`config.mk`:
```
export PLATFORM = sky130hd
export DESIGN_NAME = mass_sequencer
export DESIGN_NICKNAME = d
export VERILOG_FILES = /design/src/mass_pkg.sv /design/src/mass_temp_reader.sv /design/src/mass_sequencer.sv
export SDC_FILE = /design/constraint.sdc
export NUM_CORES = 1
export LEC_CHECK = 0
export BUFFER_PORTS_ARGS = -buffer_cell sky130_fd_sc_hd__buf_2
export CAP_MARGIN = 20
export CORE_UTILIZATION = 28
export DETAILED_ROUTE_END_ITERATION = 8
export GPL_TIMING_DRIVEN = 0
export SYNTH_ARGS = -nofsm -noshare
export SYNTH_HDL_FRONTEND = slang
export SYNTH_SLANG_ARGS = --single-unit
```
`constraint.sdc`:
```
create_clock -name clk -period 3.7 [get_ports clk]
set_clock_uncertainty 0.1 [all_clocks]
set_input_delay 0 -clock clk [delete_from_list [all_inputs] [get_ports clk]]
set_output_delay 0 -clock clk [all_outputs]
set_load 0.01 [all_outputs]
```
`src/mass_pkg.sv`:
```
// mass_pkg: constants, register map and types shared by the supply sequencer
// assumes a 20 MHz system clock and a 32-bit apb register port
package mass_pkg;

   // clock and timing
   localparam int CLK_HZ                    = 20_000_000;
   localparam int CLK_PER_US                = CLK_HZ / 1_000_000;
   localparam int OFFSET_TO_BIAS_DELAY_US   = 2000;
   localparam int OFFSET_TO_BIAS_MIN_US     = 1000;
   localparam int OFFSET_TO_BIAS_CYCLES     = OFFSET_TO_BIAS_DELAY_US * CLK_PER_US;
   localparam int OFFSET_TO_BIAS_MIN_CYCLES = OFFSET_TO_BIAS_MIN_US * CLK_PER_US;
   localparam int POWER_GOOD_HOLD_DELAY_NS  = 100;
   localparam int POWER_GOOD_HOLD_CYCLES    =
      (POWER_GOOD_HOLD_DELAY_NS * CLK_PER_US + 999) / 1000;

   // i2c sensor link
   localparam int       I2C_QUARTER_DIV    = 50;
   localparam int       I2C_FRAME_BITS     = 27;
   localparam int       I2C_ADDR_BITS      = 7;
   localparam logic [6:0] I2C_SENSOR_ADDR  = 7'h48;

   // register offsets (byte addresses)
   localparam logic [7:0] REG_CTRL   = 8'h00;
   localparam logic [7:0] REG_STATUS = 8'h04;
   localparam logic [7:0] REG_ERR    = 8'h08;
   localparam logic [7:0] REG_TEMP   = 8'h0C;

   // ctrl fields (write one to request)
   localparam int CTRL_POWER_UP   = 0;
   localparam int CTRL_POWER_DOWN = 1;
   localparam int CTRL_TEMP_READ  = 2;

   // err fields (sticky, write one to clear)
   localparam int ERR_PG_EARLY    = 0;
   localparam int ERR_EMERGENCY   = 1;
   localparam int ERR_PG_BEFORE_OE = 2;
   localparam int ERR_I2C_NACK    = 3;
   localparam int ERR_W           = 4;
   localparam logic [ERR_W-1:0] ERR_RESET = 4'h0;

   typedef enum logic [10:0] {
      ST_OFF       = 11'h001,
      ST_LOGIC_UP  = 11'h002,
      ST_RESET_OE  = 11'h004,
      ST_OFFSET_UP = 11'h008,
      ST_BIAS_WAIT = 11'h010,
      ST_ACTIVE    = 11'h020,
      ST_PARK      = 11'h040,
      ST_SUPPLY_DN = 11'h080,
      ST_PG_HOLD   = 11'h100,
      ST_DISCHARGE = 11'h200,
      ST_EMERG     = 11'h400
   } mass_state_t;

   typedef struct packed {
      logic logic_en;
      logic offset_en;
      logic bias_en;
      logic reset_en;
   } mass_supply_en_t;

   typedef struct packed {
      logic logic_good;
      logic offset_good;
      logic discharged;
   } mass_supply_good_t;

endpackage

```
`src/mass_temp_reader.sv`:
```
// mass_temp_reader: i2c master that reads a 16-bit word from the sensor
// assumes open-drain pins resolved outside; sensor pointer left at its default
`timescale 1ns/100ps
module mass_temp_reader #(
   parameter int         QUARTER_DIV = mass_pkg::I2C_QUARTER_DIV,
   parameter logic [6:0] SENSOR_ADDR = mass_pkg::I2C_SENSOR_ADDR
)(
   input  wire logic        clk,
   input  wire logic        rstn,
   input  wire logic        start,
   output logic             busy,
   output logic             done,
   output logic             nack,
   output logic [15:0]      data,
   input  wire logic        scl_i,
   output logic             scl_o,
   output logic             scl_oe,
   input  wire logic        sda_i,
   output logic             sda_o,
   output logic             sda_oe
);
   import mass_pkg::*;

   typedef enum logic [3:0] {
      I_IDLE  = 4'h1,
      I_START = 4'h2,
      I_BITS  = 4'h4,
      I_STOP  = 4'h8
   } mass_i2c_t;

   localparam int DW = $clog2(QUARTER_DIV + 1);

   generate
      if (QUARTER_DIV < 2)
      begin : g_chk
         $error("quarter divider too small");
      end
   endgenerate

   mass_i2c_t         st;
   logic [DW-1:0]     div;
   logic [1:0]        ph;
   logic [4:0]        bitn;
   logic [7:0]        addr_byte;
   logic              tick;
   logic              drive_low;

   // stretching: scl released but still held low holds the divider
   assign tick      = (div == DW'(QUARTER_DIV - 1)) && !(ph == 2'd2 && !scl_i && !scl_oe);
   assign addr_byte = {SENSOR_ADDR, 1'b1};
   assign scl_o     = 1'b0;
   assign sda_o     = 1'b0;
   assign busy      = (st != I_IDLE);

   always_comb
   begin
      drive_low = 1'b0;
      if (bitn < 5'd8)
         drive_low = !addr_byte[3'd7 - bitn[2:0]];
      else if (bitn == 5'd17)
         drive_low = 1'b1;
   end

   always_ff @(posedge clk or negedge rstn)
   begin
      if (!rstn)
         div <= '0;
      else if (st == I_IDLE || tick)
         div <= '0;
      else if (!(ph == 2'd2 && !scl_i && !scl_oe))
         div <= div + 1'b1;
   end

   always_ff @(posedge clk or negedge rstn)
   begin
      if (!rstn)
      begin
         st     <= I_IDLE;
         ph     <= 2'd0;
         bitn   <= 5'd0;
         scl_oe <= 1'b0;
         sda_oe <= 1'b0;
         done   <= 1'b0;
         nack   <= 1'b0;
         data   <= 16'h0000;
      end
      else
      begin
         done <= 1'b0;
         case (st)
            I_IDLE:
            begin
               if (start)
               begin
                  st     <= I_START;
                  ph     <= 2'd0;
                  nack   <= 1'b0;
                  sda_oe <= 1'b1;
               end
            end
            I_START:
            begin
               if (tick)
               begin
                  scl_oe <= 1'b1;
                  st     <= I_BITS;
                  bitn   <= 5'd0;
               end
            end
            I_BITS:
            begin
               if (tick)
               begin
                  ph <= ph + 2'd1;
                  case (ph)
                     2'd0: sda_oe <= drive_low;
                     2'd1: scl_oe <= 1'b0;
                     2'd2:
                     begin
                        if (bitn == 5'd8)
                           nack <= sda_i;
                        else if (bitn > 5'd8 && bitn != 5'd17 && bitn != 5'd26)
                           data <= {data[14:0], sda_i};
                     end
                     default:
                     begin
                        scl_oe <= 1'b1;
                        if (bitn == 5'(I2C_FRAME_BITS - 1))
                           st <= I_STOP;
                        else
                           bitn <= bitn + 5'd1;
                     end
                  endcase
               end
            end
            I_STOP:
            begin
               if (tick)
               begin
                  ph <= ph + 2'd1;
                  case (ph)
                     2'd0: sda_oe <= 1'b1;
                     2'd1: scl_oe <= 1'b0;
                     2'd2: sda_oe <= 1'b0;
                     default:
                     begin
                        st   <= I_IDLE;
                        done <= 1'b1;
                     end
                  endcase
               end
            end
            default: st <= I_IDLE;
         endcase
      end
   end
endmodule

```
`src/mass_sequencer.sv`:
```
// mass_sequencer: supply sequencing controller for a micromirror array
// assumes an apb master for control and a pmic giving power-good levels
//
// Functional notes
// - only this controller switches the array supplies, never anyone else
// - logic supply settles before offset, bias and reset supplies come on; supply loss in ST_LOGIC_UP enables them at once in ST_EMERG
// - bias supply enabled only after offset supply, with the offset-to-bias gap; supply loss before ST_ACTIVE enables bias at once in ST_EMERG
// - reset supply free relative to bias; here switched together with it
// - cmos inputs of the array stay low until logic supply settles
// - logic supply stays on until all mirror supplies have discharged
// - normal shutdown: offset good falls only after offset enable, after a hold
// - mirror supplies enabled only after the reset output-enable is high; supply loss in ST_LOGIC_UP raises both in the same cycle
// - a global bias command parks all mirrors before normal power-down
// - after parking, power-down strobe asserts and mirror supplies turn off
// - supply loss runs an emergency park; offset enable may drop after good
// - emergency: output-enable driven high before offset good falls
// - die temperature read over i2c from the external sensor
// - offset settled to bias and reset up is at least 1 ms, 2 ms nominal
// - offset good holds at least 100 ns after offset enable goes low
`timescale 1ns/100ps
module mass_sequencer #(
   parameter int BIAS_DELAY_CYCLES = mass_pkg::OFFSET_TO_BIAS_CYCLES
)(
   input  wire logic                       clk,
   input  wire logic                       rstn,
   input  wire logic [7:0]                 paddr,
   input  wire logic                       psel,
   input  wire logic                       penable,
   input  wire logic                       pwrite,
   input  wire logic [31:0]                pwdata,
   output logic      [31:0]                prdata,
   output logic                            pready,
   output logic                            pslverr,
   output mass_pkg::mass_supply_en_t       supply_en,
   input  wire mass_pkg::mass_supply_good_t supply_good,
   input  wire logic                       supply_loss,
   output logic                            array_reset_output_enable_n,
   output logic                            array_output_enable_n,
   output logic                            power_down_strobe_n,
   output logic                            lvcmos_drive_en,
   output logic                            park_cmd,
   input  wire logic                       park_done,
   input  wire logic                       scl_i,
   output logic                            scl_o,
   output logic                            scl_oe,
   input  wire logic                       sda_i,
   output logic                            sda_o,
   output logic                            sda_oe
);
   import mass_pkg::*;

   localparam int TW = $clog2(BIAS_DELAY_CYCLES + 1);

   generate
      // refuse a gap below 1 ms
      if (BIAS_DELAY_CYCLES < OFFSET_TO_BIAS_MIN_CYCLES)
      begin : g_chk_delay
         $error("offset-to-bias delay below minimum");
      end
      if (POWER_GOOD_HOLD_CYCLES < 1)
      begin : g_chk_hold
         $error("power-good hold below one cycle");
      end
   endgenerate

   mass_state_t       state;
   mass_state_t       next_state;
   logic [TW-1:0]     timer;
   logic              timer_load;
   logic              timer_done;
   logic              wr_acc;
   logic              rd_setup;
   logic              addr_ok;
   logic              req_up;
   logic              req_down;
   logic              req_temp;
   logic              pending_up;
   logic              pending_down;
   logic [ERR_W-1:0]  err;
   logic [ERR_W-1:0]  err_set;
   logic [ERR_W-1:0]  err_clr;
   logic              temp_busy;
   logic              temp_done;
   logic              temp_nack;
   logic [15:0]       temp_raw;
   logic [15:0]       temp_word;
   logic              in_use;

   // ---------------- apb slave ----------------
   // zero-wait slave: read data is captured in the setup cycle
   assign pready   = 1'b1;
   assign addr_ok  = (paddr == REG_CTRL) || (paddr == REG_STATUS) ||
                     (paddr == REG_ERR) || (paddr == REG_TEMP);
   assign wr_acc   = psel && penable && pwrite && addr_ok;
   assign rd_setup = psel && !penable;
   assign req_up   = wr_acc && (paddr == REG_CTRL) && pwdata[CTRL_POWER_UP];
   assign req_down = wr_acc && (paddr == REG_CTRL) && pwdata[CTRL_POWER_DOWN];
   assign req_temp = wr_acc && (paddr == REG_CTRL) && pwdata[CTRL_TEMP_READ];
   assign err_clr  = (wr_acc && (paddr == REG_ERR)) ? pwdata[ERR_W-1:0] : '0;

   always_ff @(posedge clk or negedge rstn)
   begin
      if (!rstn)
      begin
         prdata  <= 32'h0000_0000;
         pslverr <= 1'b0;
      end
      else if (rd_setup)
      begin
         pslverr <= !addr_ok;
         prdata  <= 32'h0000_0000;
         if (!pwrite)
         begin
            case (paddr)
               REG_CTRL:   prdata <= {29'h0, temp_busy, pending_down, pending_up};
               REG_STATUS: prdata <= {12'h0, supply_good, array_output_enable_n,
                                      power_down_strobe_n, supply_en, 
                                      state};
               REG_ERR:    prdata <= {28'h0, err};
               REG_TEMP:   prdata <= {16'h0, temp_word};
               default:    prdata <= 32'h0000_0000;
            endcase
         end
      end
   end

   // requests are remembered until the sequencer can act on them
   always_ff @(posedge clk or negedge rstn)
   begin
      if (!rstn)
      begin
         pending_up   <= 1'b0;
         pending_down <= 1'b0;
      end
      else
      begin
         pending_up   <= req_up || (pending_up && state != ST_OFF);
         pending_down <= req_down || (pending_down && state != ST_ACTIVE);
      end
   end

   // a new event wins over a clear in the same cycle
   always_ff @(posedge clk or negedge rstn)
   begin
      if (!rstn)
         err <= ERR_RESET;
      else
         err <= (err & ~err_clr) | err_set;
   end

   // ---------------- sequencer ----------------
   assign in_use     = (state != ST_OFF) && (state != ST_DISCHARGE) && (state != ST_EMERG);
   assign timer_done = (timer == '0);
   assign timer_load = (next_state != state) &&
                       (next_state == ST_BIAS_WAIT || next_state == ST_PG_HOLD);

   always_ff @(posedge clk or negedge rstn)
   begin
      if (!rstn)
         timer <= '0;
      else if (timer_load)
         timer <= (next_state == ST_BIAS_WAIT) ? TW'(BIAS_DELAY_CYCLES - 1)
                                               : TW'(POWER_GOOD_HOLD_CYCLES - 1);
      else if (!timer_done)
         timer <= timer - 1'b1;
   end

   always_comb
   begin
      next_state = state;
      err_set    = '0;
      // supply loss forces the emergency park
      if (in_use && supply_loss)
      begin
         next_state              = ST_EMERG;
         err_set[ERR_EMERGENCY]  = 1'b1;
      end
      else
      begin
         case (state)
            ST_OFF:
               if (pending_up)
                  next_state = ST_LOGIC_UP;
            ST_LOGIC_UP:
               if (supply_good.logic_good)
                  next_state = ST_RESET_OE;
            ST_RESET_OE:
               next_state = ST_OFFSET_UP;
            ST_OFFSET_UP:
               if (supply_good.offset_good)
                  next_state = ST_BIAS_WAIT;
            ST_BIAS_WAIT:
               if (timer_done)
                  next_state = ST_ACTIVE;
            ST_ACTIVE:
               if (pending_down)
                  next_state = ST_PARK;
            ST_PARK:
               if (park_done)
                  next_state = ST_SUPPLY_DN;
            ST_SUPPLY_DN:
               next_state = ST_PG_HOLD;
            ST_PG_HOLD:
            begin
               if (!supply_good.offset_good && !timer_done)
                  err_set[ERR_PG_EARLY] = 1'b1;
               if (timer_done)
                  next_state = ST_DISCHARGE;
            end
            ST_DISCHARGE:
               if (supply_good.discharged)
                  next_state = ST_OFF;
            ST_EMERG:
            begin
               // good falling before output-enable is high
               if (!supply_good.offset_good && !array_output_enable_n)
                  err_set[ERR_PG_BEFORE_OE] = 1'b1;
               if (park_done || !supply_good.offset_good)
                  next_state = ST_DISCHARGE;
            end
            default:
               next_state = ST_OFF;
         endcase
      end
      if (temp_done && temp_nack)
         err_set[ERR_I2C_NACK] = 1'b1;
   end

   always_ff @(posedge clk or negedge rstn)
   begin
      if (!rstn)
         state <= ST_OFF;
      else
         state <= next_state;
   end

   // ---------------- pin drive ----------------
   // supplies driven only from the sequencer state
   always_ff @(posedge clk or negedge rstn)
   begin
      if (!rstn)
         supply_en <= '0;
      else
      begin
         supply_en.logic_en  <= (next_state != ST_OFF);
         supply_en.offset_en <= (next_state == ST_OFFSET_UP) || (next_state == ST_BIAS_WAIT) ||
                                (next_state == ST_ACTIVE) || (next_state == ST_PARK) ||
                                (next_state == ST_EMERG);
         supply_en.bias_en   <= (next_state == ST_ACTIVE) || (next_state == ST_PARK) ||
                                (next_state == ST_EMERG);
         supply_en.reset_en  <= (next_state == ST_ACTIVE) || (next_state == ST_PARK) ||
                                (next_state == ST_EMERG);
      end
   end

   always_ff @(posedge clk or negedge rstn)
   begin
      if (!rstn)
      begin
         array_reset_output_enable_n <= 1'b0;
         lvcmos_drive_en             <= 1'b0;
      end
      else
      begin
         // reset output-enable high ahead of mirror supplies; with them on supply loss in ST_LOGIC_UP
         array_reset_output_enable_n <= !(next_state == ST_OFF || next_state == ST_LOGIC_UP ||
                                          next_state == ST_DISCHARGE);
         // no cmos drive before logic supply settled
         lvcmos_drive_en <= supply_good.logic_good && (next_state != ST_OFF) &&
                            (next_state != ST_LOGIC_UP) && (next_state != ST_DISCHARGE);
      end
   end

   always_ff @(posedge clk or negedge rstn)
   begin
      if (!rstn)
      begin
         array_output_enable_n <= 1'b1;
         power_down_strobe_n   <= 1'b0;
         park_cmd              <= 1'b0;
      end
      else
      begin
         // outputs disabled at once on emergency
         array_output_enable_n <= (next_state != ST_ACTIVE);
         // strobe low from supply turn-off or emergency entry until next power-up
         if (next_state == ST_SUPPLY_DN || next_state == ST_EMERG)
            power_down_strobe_n <= 1'b0;
         else if (next_state == ST_RESET_OE)
            power_down_strobe_n <= 1'b1;
         // one-cycle global bias command on park entry
         park_cmd <= (next_state != state) &&
                     (next_state == ST_PARK || next_state == ST_EMERG);
      end
   end

   // ---------------- temperature ----------------
   always_ff @(posedge clk or negedge rstn)
   begin
      if (!rstn)
         temp_word <= 16'h0000;
      else if (temp_done && !temp_nack)
         temp_word <= temp_raw;
   end

   mass_temp_reader #(
      .QUARTER_DIV (I2C_QUARTER_DIV),
      .SENSOR_ADDR (I2C_SENSOR_ADDR)
   ) u_temp (
      .clk    (clk),
      .rstn   (rstn),
      .start  (req_temp),
      .busy   (temp_busy),
      .done   (temp_done),
      .nack   (temp_nack),
      .data   (temp_raw),
      .scl_i  (scl_i),
      .scl_o  (scl_o),
      .scl_oe (scl_oe),
      .sda_i  (sda_i),
      .sda_o  (sda_o),
      .sda_oe (sda_oe)
   );

endmodule

```
* Word level (Yosys, flattened, before mapping)
Memories as Yosys holds them, arrays and structs flattened.
Cells that the tools add are included.
** Storage, ports and cells
- Memories :: 1
- Bits of input ports :: 52
- Bits in registers :: 127
- ROM bits :: 8
- Logic and storage cells :: 246
** Operators by class
- Order comparisons :: 3
- Reduce and logical (&&, ||, !) cells :: 76
- Eq/ne operators :: 64
- Bitwise logic cells :: 4
- Add/subtract/negate cells :: 5
- Multiplexer cells :: 68
** Memories
- (no name shown) :: words 8, width 1, rd ports 1, clocked after memory_dff 0, write ports 0, line mass_temp_reader.sv:59 : drive_low = !addr_byte[3'd7 - bitn[2:0]];
** Operators by type and width (number)
- 11-bit case mux with 11 select lines :: 1
- 11-bit two-way mux :: 10
- 20-bit case mux with 4 select lines :: 1
- 16-bit two-way mux :: 3
- 32-bit two-way mux :: 1
- 4-bit two-way mux :: 8
- 1-bit logical AND :: 28
- 1-bit two-way mux :: 28
- 11-bit by 1-bit equality test with 1-bit output, second input constant :: 2
- 11-bit by 10-bit equality test with 1-bit output, second input constant :: 2
- 11-bit equality test, second input constant :: 2
- 11-bit by 2-bit equality test with 1-bit output, second input constant :: 2
- 11-bit by 3-bit equality test with 1-bit output, second input constant :: 2
- 11-bit by 4-bit equality test with 1-bit output, second input constant :: 2
- 11-bit by 5-bit equality test with 1-bit output, second input constant :: 2
- 11-bit by 6-bit equality test with 1-bit output, second input constant :: 2
- 11-bit by 7-bit equality test with 1-bit output, second input constant :: 2
- 11-bit by 8-bit equality test with 1-bit output, second input constant :: 2
- 11-bit by 9-bit equality test with 1-bit output, second input constant :: 2
- 11-bit by 1-bit inequality test with 1-bit output, second input constant :: 2
- 11-bit by 10-bit inequality test with 1-bit output, second input constant :: 2
- 11-bit by 6-bit inequality test with 1-bit output, second input constant :: 2
- 5-bit two-way mux :: 4
- 2-bit by 1-bit inequality test with 1-bit output, second input constant :: 10
- 50 further kinds :: 98

* Longest topological paths before layout
Gate-level depths: netlist of run 1.
- Word-level depth :: 10
- Gate-level depth with buffers :: 10
- Depth with buffers taken out :: 8

* By module
A second synthesis of run 1 with hierarchy kept.
** Second synthesis, totals
- Cells, all modules :: 625
- Area total of the unflattened synthesis :: 6267.3 um2
** Modules (own cells, without submodules)
- mass_sequencer :: area each 4281.6 um2, cells each 434, instances 1, sequential area each 1954.4 um2
- mass_temp_reader :: area each 1985.7 um2, cells each 191, instances 1, sequential area each 927.1 um2

* Worst setup path after synthesis of run 1
No wires, ideal clock.
- Path type :: register to register
- Start :: register u_temp.ph[0]
- End :: register u_temp.data[10]
- Slack :: 1.069 ns
- Data arrival time :: 2.406 ns
- Cell stages (with the launch flop) :: 11
- Period minus slack after synthesis :: 2.631 ns
- Path buffers :: 3
- Path through :: dfrtp_1 -> inv_1 -> ha_1 -> or3b_2 -> buf_2 -> and3_1 -> clkbuf_1 -> nand3_1 -> nor3_2 -> buf_2 -> mux2_2
** On the way
- Word-level cells in the longest chain between the ends :: 6
** RTL lines
- from (decl) :: line mass_temp_reader.sv:42 : logic [1:0] ph;
- from (signal assigned) :: line mass_temp_reader.sv:114 : ph <= ph + 2'd1;
- from (signal assigned) :: line mass_temp_reader.sv:140 : ph <= ph + 2'd1;
- 2-bit equality test (*) :: line mass_temp_reader.sv:49, mass_temp_reader.sv:115
- 1-bit logical AND (2 in series) :: line mass_temp_reader.sv:49 : assign tick = (div == DW'(QUARTER_DIV - 1)) && !(ph == 2'd2 && !scl_i && !scl_oe);
- 1-bit zero test :: line mass_temp_reader.sv:49
- 1-bit logical AND :: line mass_temp_reader.sv:49
- 5-bit AND reduction (no source line) (*)
- to (signal assigned) :: line mass_temp_reader.sv:123 : data <= {data[14:0], sda_i};
- to (decl) :: line mass_temp_reader.sv:14 : output logic [15:0] data,
Mark *: on every way between the ends. The rest lies on a longest branch, timed or not.
A chain may end at the register's enable or synchronous reset.

* Worst setup path after layout of run 1
- Start :: register state[6]
- End :: register park_cmd
** On the way
- Word-level cells in the longest chain between the ends :: 8
** RTL lines
- from (decl) :: line mass_sequencer.sv:66 : mass_state_t state;
- from (signal assigned) :: line mass_sequencer.sv:234 : state <= next_state;
- branches (longest 7 deep; another with 11-bit equality test)
- 1-bit logical AND (*) :: line mass_sequencer.sv:292 : park_cmd <= (next_state != state) &&
- to (signal assigned) :: line mass_sequencer.sv:292
- to (decl) :: line mass_sequencer.sv:41 : output logic park_cmd,
Every way passes the cells marked *.

==> results by group, run 1 <==
Run status
  • Status: finished, final reports clean

Synthesis
  • Synth cell types: 73
  • Mapped Area: 6270 um2
  • Ys flop type: dfrtp_1
  • Cell count after synthesis: 632
  • Post-synth EDFFs: 0
  • #FFs+latches synth: 115
  • Avg Inst Size Synth: 9.92 um2
  • Synth warn: 0
  • Share of synthesized registers carrying an async set or reset: 1.00
  • Seq/Total Area, Yosys: 0.459

Timing
  • RSZ-0062 raised after global routing: false
  • Worst Max-Slew Pin Slew: 1.09 ns
  • Final min period: 3.21 ns
  • Final Cycle Share: 0.867
  • Max transition margin: 0.265
  • Final Hold Fails: 0
  • Final setup fails: 0
  • FMAX: 312 MHz
  • Slew Limit Fails: 0
  • Setup TNS Final: 0 ns

Job
  • Max-Cap Viols: 0

Cells and area
  • Layout cells sized above 1: 0.234
  • Fillers: 2260
  • Final nets: 802
  • # diodes: 0
  • Area Overhead vs Synth: 23.9%
  • Final Non-Filler Cells: 1032

Critical path
  • Setup crit end kind: flip-flop
  • Crit path kind: reg -> reg
  • Data required, critical path: 3.91 ns
  • Reg2reg path depth: 6
  • Startpoint Class: flip-flop
  • CP Data Arrival Time: 3.42 ns
  • Critical path peak fanout: 10
  • FF-to-FF Start: state[6]
  • RR Endpoint: park_cmd
  • R2R Setup Slk: 0.49 ns

Power and ir drop
  • Overall power: 4.23 mW
  • Pwr Density: 545 nW/um2
  • Leakage power: 3.38 nW
  • Maximum VDD drop: 0.402 mV

CTS
  • H-tree depth: 4
  • CTS Sinks: 115
  • Clk_lat worst skew: 0.42 ns
  • Clk root buf: clkbuf_16
  • CTS tree: done
  • Clk slew on worst S/H paths: 0.06 ns
  • CTS buffer count: 17
  • Clock tree buffer depth: 2

Drt
  • Routed wire length: 16300 um
  • Vias per cell: 4.94
  • Routed Antenna Nets: 0
  • Residual DRC: 0
  • Via count: 5098
  • Starting DRT DRC Count: 396
  • DR pass1 iterations: 4
  • WL/cell: 15.8 um

Die
  • DIE AREA: 23000 um2
  • Die height: 152 um
  • CORE AREA: 21900 um2
  • # IOs: 99
  • Die width: 152 um
  • Std cell rows: 54
  • Starting Density: 0.287

Placement
  • Routability cong.: 0.896
  • Dpl cells: 979
  • Port bufs: 53
  • Final HPWL DP: 11900 um

GRT
  • Global Route Usage Sum: 0.152
  • Vias in the first global route: 4973
  • GRT Residual Overflow: 0
  • First-pass GRT wire length: 26500 um
  • Largest net degree at the start of global routing: 87
  • Initial antenna violation count: 0

Min path
  • Hold Path Class: in -> async
==> flip-flops by register name (all words and copies together), names as in the netlist <==
register / count
prdata: 20
temp_word: 16
timer: 16
u_temp.data: 16
state: 11
u_temp.div: 6
u_temp.bitn: 5
err: 4
u_temp.st: 4
supply_en: 3
u_temp.ph: 2
array_output_enable_n: 1
array_reset_output_enable_n: 1
lvcmos_drive_en: 1
park_cmd: 1
pending_down: 1
pending_up: 1
power_down_strobe_n: 1
pslverr: 1
u_temp.done: 1
u_temp.nack: 1
u_temp.scl_oe: 1
u_temp.sda_oe: 1
==> per-layer routing <==
metal  part of all wire  vias up  global-route usage
li1                   -     2467                   -
met1               0.45     2485               0.191
met2               0.48      120               0.249
met3              0.052       26              0.0395
met4              0.021        0              0.0589
met5                  0        -                   0
==> cells by family after synthesis <==
| family | count (synthesis) | synth area share |
|---|---|---|
| adder cells (fa/ha/maj) | 11 | 0.0219 |
| flip-flops | 115 | 0.459 |
| multiplexers | 38 | 0.0730 |
| AND/OR/NAND/NOR | 220 | 0.197 |
| XOR/XNOR | 27 | 0.0377 |
| other | 2 | 0.00120 |
| AO/OA/AOI/OAI | 143 | 0.149 |
| buffers and inverters | 76 | 0.0602 |
==> repair_timing <==
action | in CTS | in global routing
setup endpoints to repair | 0 | 0
hold endpoints to repair | 137 | 0
gates resized for setup | 0 | 0
buffers inserted | 0 | 0
hold buffers | 21 | 0
==> worst max path at each step <==
stage / start / end / slack [ns] / cells past startpoint
2_1_floorplan: u_temp.ph[0] / u_temp.data[10] / 1.07 / 10
3_3_place_gp: state[6] / park_cmd / 0.50 / 6
3_5_place_dp: u_temp.ph[0] / u_temp.data[12] / 0.57 / 10
4_1_cts: u_temp.ph[0] / u_temp.data[10] / 0.55 / 10
5_1_grt: state[6] / park_cmd / 0.29 / 6
6_report: state[6] / park_cmd / 0.49 / 6
==> layout by cell type, fill, tap and decap left out, types with 7 or more instances in the layout <==
cell,count
ha_1,11
xnor2_1,14
dlygate4sd3_1,20
clkbuf_16,17
mux2_2,32
conb_1,15
a21oi_1,13
dfrtp_1,112
nor4_1,9
or4_1,7
nand4_1,8
buf_4,17
or3b_2,7
buf_2,57
and3_1,8
nand2b_1,9
clkbuf_1,26
or3_1,9
nor3_1,14
nand3_1,14
xor2_1,13
o31ai_1,12
a22oi_1,13
o21ai_0,55
nand2_1,52
inv_1,26
nor2_1,41
a31oi_1,10
==> report_power, final <==
| group | total, mW | switching, mW | leakage (nW) | internal (mW) |
|---|---|---|---|---|
| clock network | 1.63 | 0.576 | 0.277 | 1.05 |
| logic | 1.12 | 0.727 | 1.63 | 0.393 |
| registers | 1.49 | 0.107 | 1.48 | 1.38 |
==> critical path, stage by stage, from the launching register on <==
cell      delay (ns)
dfrtp_1         0.41
clkbuf_1        0.23
nor4_1          0.97
o21ai_0         0.41
a41oi_1         0.47
o21ai_0         0.24
a22oi_1         0.26
==> stage by stage <==
step | setup slack, ns | util | hold WS (ns) | cell area, um2
after detailed placement | 0.574 | 0.318 | -0.199 | 6970
final | 0.491 | 0.355 | 0.0193 | 7770
after global routing | 0.290 | 0.355 | 0.0150 | 7770
after CTS | 0.550 | 0.355 | 0.0148 | 7770
after global placement | 0.500 | 0.317 | 0.153 | 6940
after floorplan | 1.07 | - | -0.396 | 6320
==> final cells by class <==
| type | instances | area [um2] | share of cell area |
|---|---|---|---|
| Clock buffer | 21 | 440 | 0.0567 |
| Clock inverter | 11 | 138 | 0.0177 |
| Buffer | 50 | 280 | 0.0361 |
| Multi-Input combinational cell | 454 | 3060 | 0.394 |
| Sequential cell | 115 | 2880 | 0.371 |
| Tap cell | 280 | 350 | 0.0451 |
| Inverter | 26 | 97.6 | 0.0126 |
| Timing Repair Buffer | 75 | 519 | 0.0668 |
==> cell usage after synthesis, types with 12 or more instances <==
master | n | share of area
dfrtp_1 | 112 | 0.45
o21ai_0 | 55 | 0.044
nand2_1 | 52 | 0.031
nor2_1 | 41 | 0.025
mux2_2 | 32 | 0.057
inv_1 | 26 | 0.016
clkbuf_1 | 22 | 0.013
buf_4 | 17 | 0.020
nand3_1 | 14 | 0.011
nor3_1 | 14 | 0.011
xnor2_1 | 14 | 0.020
a21oi_1 | 13 | 0.010
a22oi_1 | 13 | 0.016
xor2_1 | 13 | 0.018
o31ai_1 | 12 | 0.014
No activity file was read; power rests on OpenSTA's default activity.
==> run 2, diff against run 1 <==
- ABC_AREA: not set -> 1
==> run 2 against run 1 <==
Non-clock buffer count fell by 9; worst hold slack got worse by 0.012 ns; final area rose by 3.2%; maximum frequency rose by 15%; global-route usage fell by 0.19 points; first-iteration DRC count fell by 3.3%; clock power rose by 10%; clock-buffer cell count fell by 2; area after synthesis rose by 1.8%; critical path type is now in -> reg.
==> results by group, run 2 <==
Die
  • Std cell rows: 54
  • DIE AREA: 23400 um2
  • Die width: 153 um
  • CORE AREA: 22100 um2
  • # IOs: 99
  • Die height: 153 um
  • Starting Density: 0.289

Cells and area
  • Largest reg by FF count: prdata
  • Design area: 8020 um2
  • Layout cells sized above 1: 0.151
  • Max reg flops: 20
  • # diodes: 0
  • Area Overhead vs Synth: 25.6%
  • Final nets: 1008
  • Most common cell after layout, fill and taps aside: nand2_1
  • Most frequent cells in the layout: nand2_1, inv_1, dfrtp_1

Job
  • Max-Cap Viols: 0

Placement
  • Post-DP Area: 7090 um2
  • Final HPWL DP: 12300 um
  • Pre-CTS setup slack: 0.970 ns
  • Routability cong.: 0.912
  • Port bufs: 55

Timing
  • FMAX: 360 MHz
  • Final min period: 2.78 ns
  • Final Hold Fails: 0
  • Setup TNS Final: 0 ns
  • RSZ-0062 raised after global routing: false
  • Worst Max-Slew Pin Slew: 1.02 ns
  • Final setup fails: 0
  • Max transition margin: 0.317
  • Slew Limit Fails: 0
  • Final worst slack: 0.920 ns
  • Final Cycle Share: 0.751

Critical path
  • Crit path kind: in -> reg
  • Critical path peak fanout: 7
  • RR Endpoint: timer[15]
  • Startpoint Class: primary input
  • Data required, critical path: 3.90 ns
  • CP most frequent cell: dlygate4sd3_1
  • CP top delay family: buffers and inverters
  • Reg2reg path depth: 17
  • Crit path buf inv count: 4
  • CP peak stage delay: 0.78 ns
  • R2R Setup Slk: 0.96 ns
  • FF-to-FF Start: timer[0]
  • Crit-path cells: dlygate4sd3_1, buf_2, nor4_4, inv_1, nor4_1, nand3_1, dlygate4sd3_1, a22o_1
  • Setup crit end kind: flip-flop
  • CP Data Arrival Time: 2.98 ns
  • Slowest cell on the critical path: nor4_1

Synthesis
  • Avg Inst Size Synth: 7.70 um2
  • Count leader, synth: nand2_1
  • Synth top cells by count: nand2_1, dfrtp_1, inv_1, o21ai_0, nor2_1
  • Synth area leaders: dfrtp_1, nand2_1, o21ai_0, inv_1, nor2_1
  • Synth warn: 0
  • Yosys top cell by area: dfrtp_1
  • Ys flop type: dfrtp_1
  • Mapped Area: 6380 um2
  • Seq/Total Area, Yosys: 0.451
  • Synth cell types: 46
  • Post-synth top area share: 0.439
  • Cell count after synthesis: 829
  • Share of synthesized registers carrying an async set or reset: 1.00
  • #FFs+latches synth: 115
  • Post-synth EDFFs: 0

Drt
  • DR pass1 iterations: 5
  • Routed Antenna Nets: 0
  • WL/cell: 13.5 um
  • Vias per cell: 4.62
  • WL met1: 7950 um
  • Metal3 WL: 691 um
  • DR WL met2: 7710 um
  • Starting DRT DRC Count: 383
  • Routed wire length: 16700 um
  • DR top layer: met4
  • Via count: 5721
  • Residual DRC: 0

CTS
  • H-tree depth: 4
  • Clk_lat worst skew: 0.41 ns
  • Clk slew on worst S/H paths: 0.06 ns
  • Clk root buf: clkbuf_16
  • Clock tree buffer depth: 2
  • Hold Buf Count CTS: 28
  • CTS buffer count: 17
  • CTS Sinks: 115
  • CTS tree: done
  • PostCTS Resize Cnt: 0
  • Setup repair bufs after CTS: 0

GRT
  • Global Route Usage Sum: 0.150
  • Vias in the first global route: 5488
  • Initial antenna violation count: 0
  • Largest net degree at the start of global routing: 61
  • GRT Residual Overflow: 0
  • First-pass GRT wire length: 27700 um

Power and ir drop
  • Overall power: 4.57 mW
  • Maximum VDD drop: 0.356 mV
  • Leakage power: 3.89 nW
  • Pwr Density: 569 nW/um2

Run status
  • Status: finished, final reports clean

Min path
  • Hold Path Class: in -> async
==> run 2: changes by cell type after synthesis, moves of 8 or more <==
cell | previous run | this run
a21oi_1 | 13 | 28
or3_1 | 9 | 0
a22oi_1 | 13 | 0
o21ai_0 | 55 | 91
and3_1 | 8 | 0
inv_1 | 26 | 112
clkbuf_1 | 22 | 13
nand3_1 | 14 | 46
nand2_1 | 52 | 203
nor2_1 | 41 | 68
inv_2 | 0 | 8
mux2_2 | 32 | 1
nand2b_1 | 9 | 0
xnor2_1 | 14 | 3
==> run 2: cells by family after synthesis <==
| family | count (synthesis) | synth area share |
|---|---|---|
| AOI/OAI and AO/OA | 150 | 0.130 |
| buffers and inverters | 154 | 0.103 |
| muxes | 1 | 0.00176 |
| DFF | 115 | 0.451 |
| adders and majority gates | 11 | 0.0216 |
| xor gates and xnor gates | 14 | 0.0192 |
| and+or+nand+nor | 382 | 0.273 |
| other | 2 | 0.00118 |
==> run 2: layout make-up <==
cell class              instances  area [um2]
fillers                      2277       14100
multi-input cells             573        2900
flip-flops and latches        115        2880
repair buffers                 84         589
inverters                     122         463
clock buffers                  19         453
well taps                     280         350
clock inverters                13         194
plain buffers                  32         193
==> run 2: how the worst max path moves through the flow <==
stage            startpoint        endpoint  cells past startpoint
4_1_cts            timer[0]       timer[15]                     17
3_5_place_dp       timer[0]       timer[15]                     17
2_1_floorplan  u_temp.ph[0]  u_temp.bitn[4]                     13
5_1_grt        u_temp.ph[0]  u_temp.bitn[4]                     13
3_3_place_gp       timer[0]       timer[10]                     17
6_report           paddr[7]          err[3]                      8
==> run 2: power by group <==
group | internal [mW] | total (mW) | leakage, nW | switching, mW
clock | 1.17 | 1.80 | 0.315 | 0.624
sequential | 1.40 | 1.51 | 1.53 | 0.110
combinational | 0.415 | 1.26 | 2.05 | 0.841
total | 2.99 | 4.57 | 3.89 | 1.58
==> run 2: worst reg2reg max path, cell delays in order, from the launching register on <==
cell and delay [ns]:
dfrtp_1 0.40, inv_1 0.11, ha_1 0.19, nand2_1 0.13, inv_1 0.11, nand2_1 0.06, nor2_1 0.43, nand2_1 0.15
nand3_1 0.12, nand2_1 0.05, nand2_1 0.05, nand4_1 0.07, nor2_1 0.15, nand3_2 0.14, nand2_4 0.15, nand2_4 0.07
clkinv_4 0.08, a21oi_1 0.05
==> run 2: metal layers <==
metal  track usage  vias up
li1              -     2895
met3        0.0337       21
met1         0.195     2680
met4        0.0568        0
met2         0.243      125
met5             0        -
==> run 2: metrics by stage <==
| stage | util | instances | hold WS, ns |
|---|---|---|---|
| global placement | 0.319 | 1177 | 0.200 |
| finish | 0.363 | 1238 | 0.00711 |
| floorplan | - | 842 | -0.396 |
| CTS | 0.363 | 1238 | 0.00414 |
| detailed placement | 0.321 | 1178 | -0.0968 |
| global route | 0.363 | 1238 | 0.0161 |
==> run 3, diff against run 2 <==
- clock period: 3.7 -> 2.6 ns (I/O delays scaled with it)
==> run 3 against run 2 <==
First-iteration DRC count up 7.0%; sequential share of layout area down 0.58 points; sequential power up 43%; final area up 1.9%; combinational power rose by 54%; clock power up 42%; critical endpoint is now timer[15].
==> results by group, run 3 (same netlist as run 2, synthesis figures left out) <==
CTS
  • H-tree depth: 4
  • CTS Sinks: 115
  • Clk root buf: clkbuf_16
  • CTS tree: done
  • Clk_lat worst skew: 0.41 ns
  • CTS buffer count: 17
  • Clk slew on worst S/H paths: 0.06 ns
  • Clock tree buffer depth: 2

Critical path
  • Startpoint Class: flip-flop
  • Setup crit end kind: flip-flop
  • R2R Setup Slk: 0.13 ns
  • Crit path kind: reg -> reg
  • Data required, critical path: 2.79 ns
  • Critical Path Source: state[0]
  • RR Endpoint: timer[15]
  • Critical path peak fanout: 9
  • Reg2reg path depth: 17
  • CP Data Arrival Time: 2.66 ns
  • FF-to-FF Start: state[0]

Drt
  • Via count: 5708
  • Residual DRC: 0
  • DR pass1 iterations: 5
  • DR WL met2: 7840 um
  • Routed wire length: 16900 um
  • Metal3 WL: 664 um
  • Routed Antenna Nets: 0
  • Starting DRT DRC Count: 410
  • Vias per cell: 4.59
  • WL met1: 8000 um
  • DR top layer: met4
  • WL/cell: 13.6 um

GRT
  • Global Route Usage Sum: 0.150
  • Initial antenna violation count: 0
  • Vias in the first global route: 5467
  • Largest net degree at the start of global routing: 61
  • First-pass GRT wire length: 27800 um
  • GRT Residual Overflow: 0

Cells and area
  • Area Overhead vs Synth: 28.0%
  • # diodes: 0
  • Final nets: 1013
  • Largest reg by FF count: prdata
  • Most frequent cells in the layout: nand2_1, inv_1, dfrtp_1
  • Layout cells sized above 1: 0.186
  • Max reg flops: 20
  • Most common cell after layout, fill and taps aside: nand2_1

Timing
  • Final Hold Fails: 0
  • Slew Limit Fails: 0
  • Final min period: 2.47 ns
  • Final setup fails: 0
  • Final Cycle Share: 0.949
  • Min Hold Slack: 0.00917 ns
  • Worst Max-Slew Pin Slew: 1.00 ns
  • RSZ-0062 raised after global routing: true
  • Max transition margin: 0.324
  • Final worst slack: 0.133 ns
  • FMAX: 405 MHz

Power and ir drop
  • Leakage power: 3.93 nW
  • Maximum VDD drop: 0.503 mV
  • Pwr Density: 815 nW/um2
  • Overall power: 6.66 mW

Placement
  • Port bufs: 55
  • Pre-CTS setup slack: -0.130 ns
  • Final HPWL DP: 12300 um
  • Routability cong.: 0.912

Die
  • CORE AREA: 22100 um2
  • Die height: 153 um
  • Std cell rows: 54
  • # IOs: 99
  • Die width: 153 um
  • Starting Density: 0.289
  • DIE AREA: 23400 um2

Min path
  • Hold Path Class: in -> async

Run status
  • Status: finished, final reports clean

Job
  • Max-Cap Viols: 0
[run 3: changes by cell type in the layout (fill, tap and decap cells not counted), sizes merged]
cell         previous run  this run
buf                    75        82
dlygate4sd3            28        25
nand2                 213       214
[run 3: critical path, stage by stage (launching register included)]
cell and delay, ns:
dfstp_2 0.60, nor2_4 0.06, nand2_4 0.13, nor2_1 0.08
nand2_1 0.10, nand2_1 0.06, nor2_1 0.12, nand3_1 0.13
nand2_1 0.12, nand2_2 0.08, nand2_1 0.06, nand3_1 0.12
nor2_4 0.15, nand3_4 0.12, nand2_4 0.13, nand2_4 0.06
clkinv_4 0.07, a21oi_1 0.05
[run 3: layout make-up]
class                      count  area [um2]
fill                        2270       13900
inverter                     122         463
clock inverter                13         194
buffer                        32         195
multi-input combinational    574        3020
sequential                   115        2890
tap                          280         350
clock buffer                  19         453
timing repair buffer          88         612
[run 3: where the power goes]
group | leakage, nW | internal (mW) | switching, mW
combinational | 2.09 | 0.663 | 1.28
clock | 0.315 | 1.67 | 0.888
sequential | 1.52 | 1.99 | 0.165
[run 3: repair_timing]
action | in CTS | in global routing
resized for setup | 4 | 35
hold buffers | 25 | 0
buffers inserted | 0 | 7
setup endpoints to repair | 19 | 42
gates cloned | 0 | 1
pin swaps | 0 | 10
hold endpoints to repair | 143 | 0
[run 3: worst max-delay path by stage]
| stage | end | slack, ns |
|---|---|---|
| final | timer[15] | 0.13 |
| after global routing | u_temp.bitn[4] | -0.07 |
| after CTS | timer[15] | -0.002 |
| after detailed placement | timer[15] | -0.13 |
| after global placement | timer[10] | -0.14 |
| after floorplan | u_temp.bitn[4] | 0.40 |
[run 3: routing by layer]
| metal | vias to the layer above | GRT usage |
|---|---|---|
| met3 | 19 | 0.0340 |
| met4 | 0 | 0.0568 |
| li1 | 2910 | - |
| met2 | 132 | 0.243 |
| met5 | - | 0 |
| met1 | 2647 | 0.196 |
[run 3: per-stage QoR]
step	setup TNS, ns	std cells	utilization	area (um2)
finish	0	1243	0.370	8170
detailed placement	-1.81	1178	0.321	7090
global route	-0.109	1243	0.370	8170
floorplan	0	842	-	6430
global placement	-10.81	1177	0.319	7060
CTS	-0.00191	1235	0.362	8010
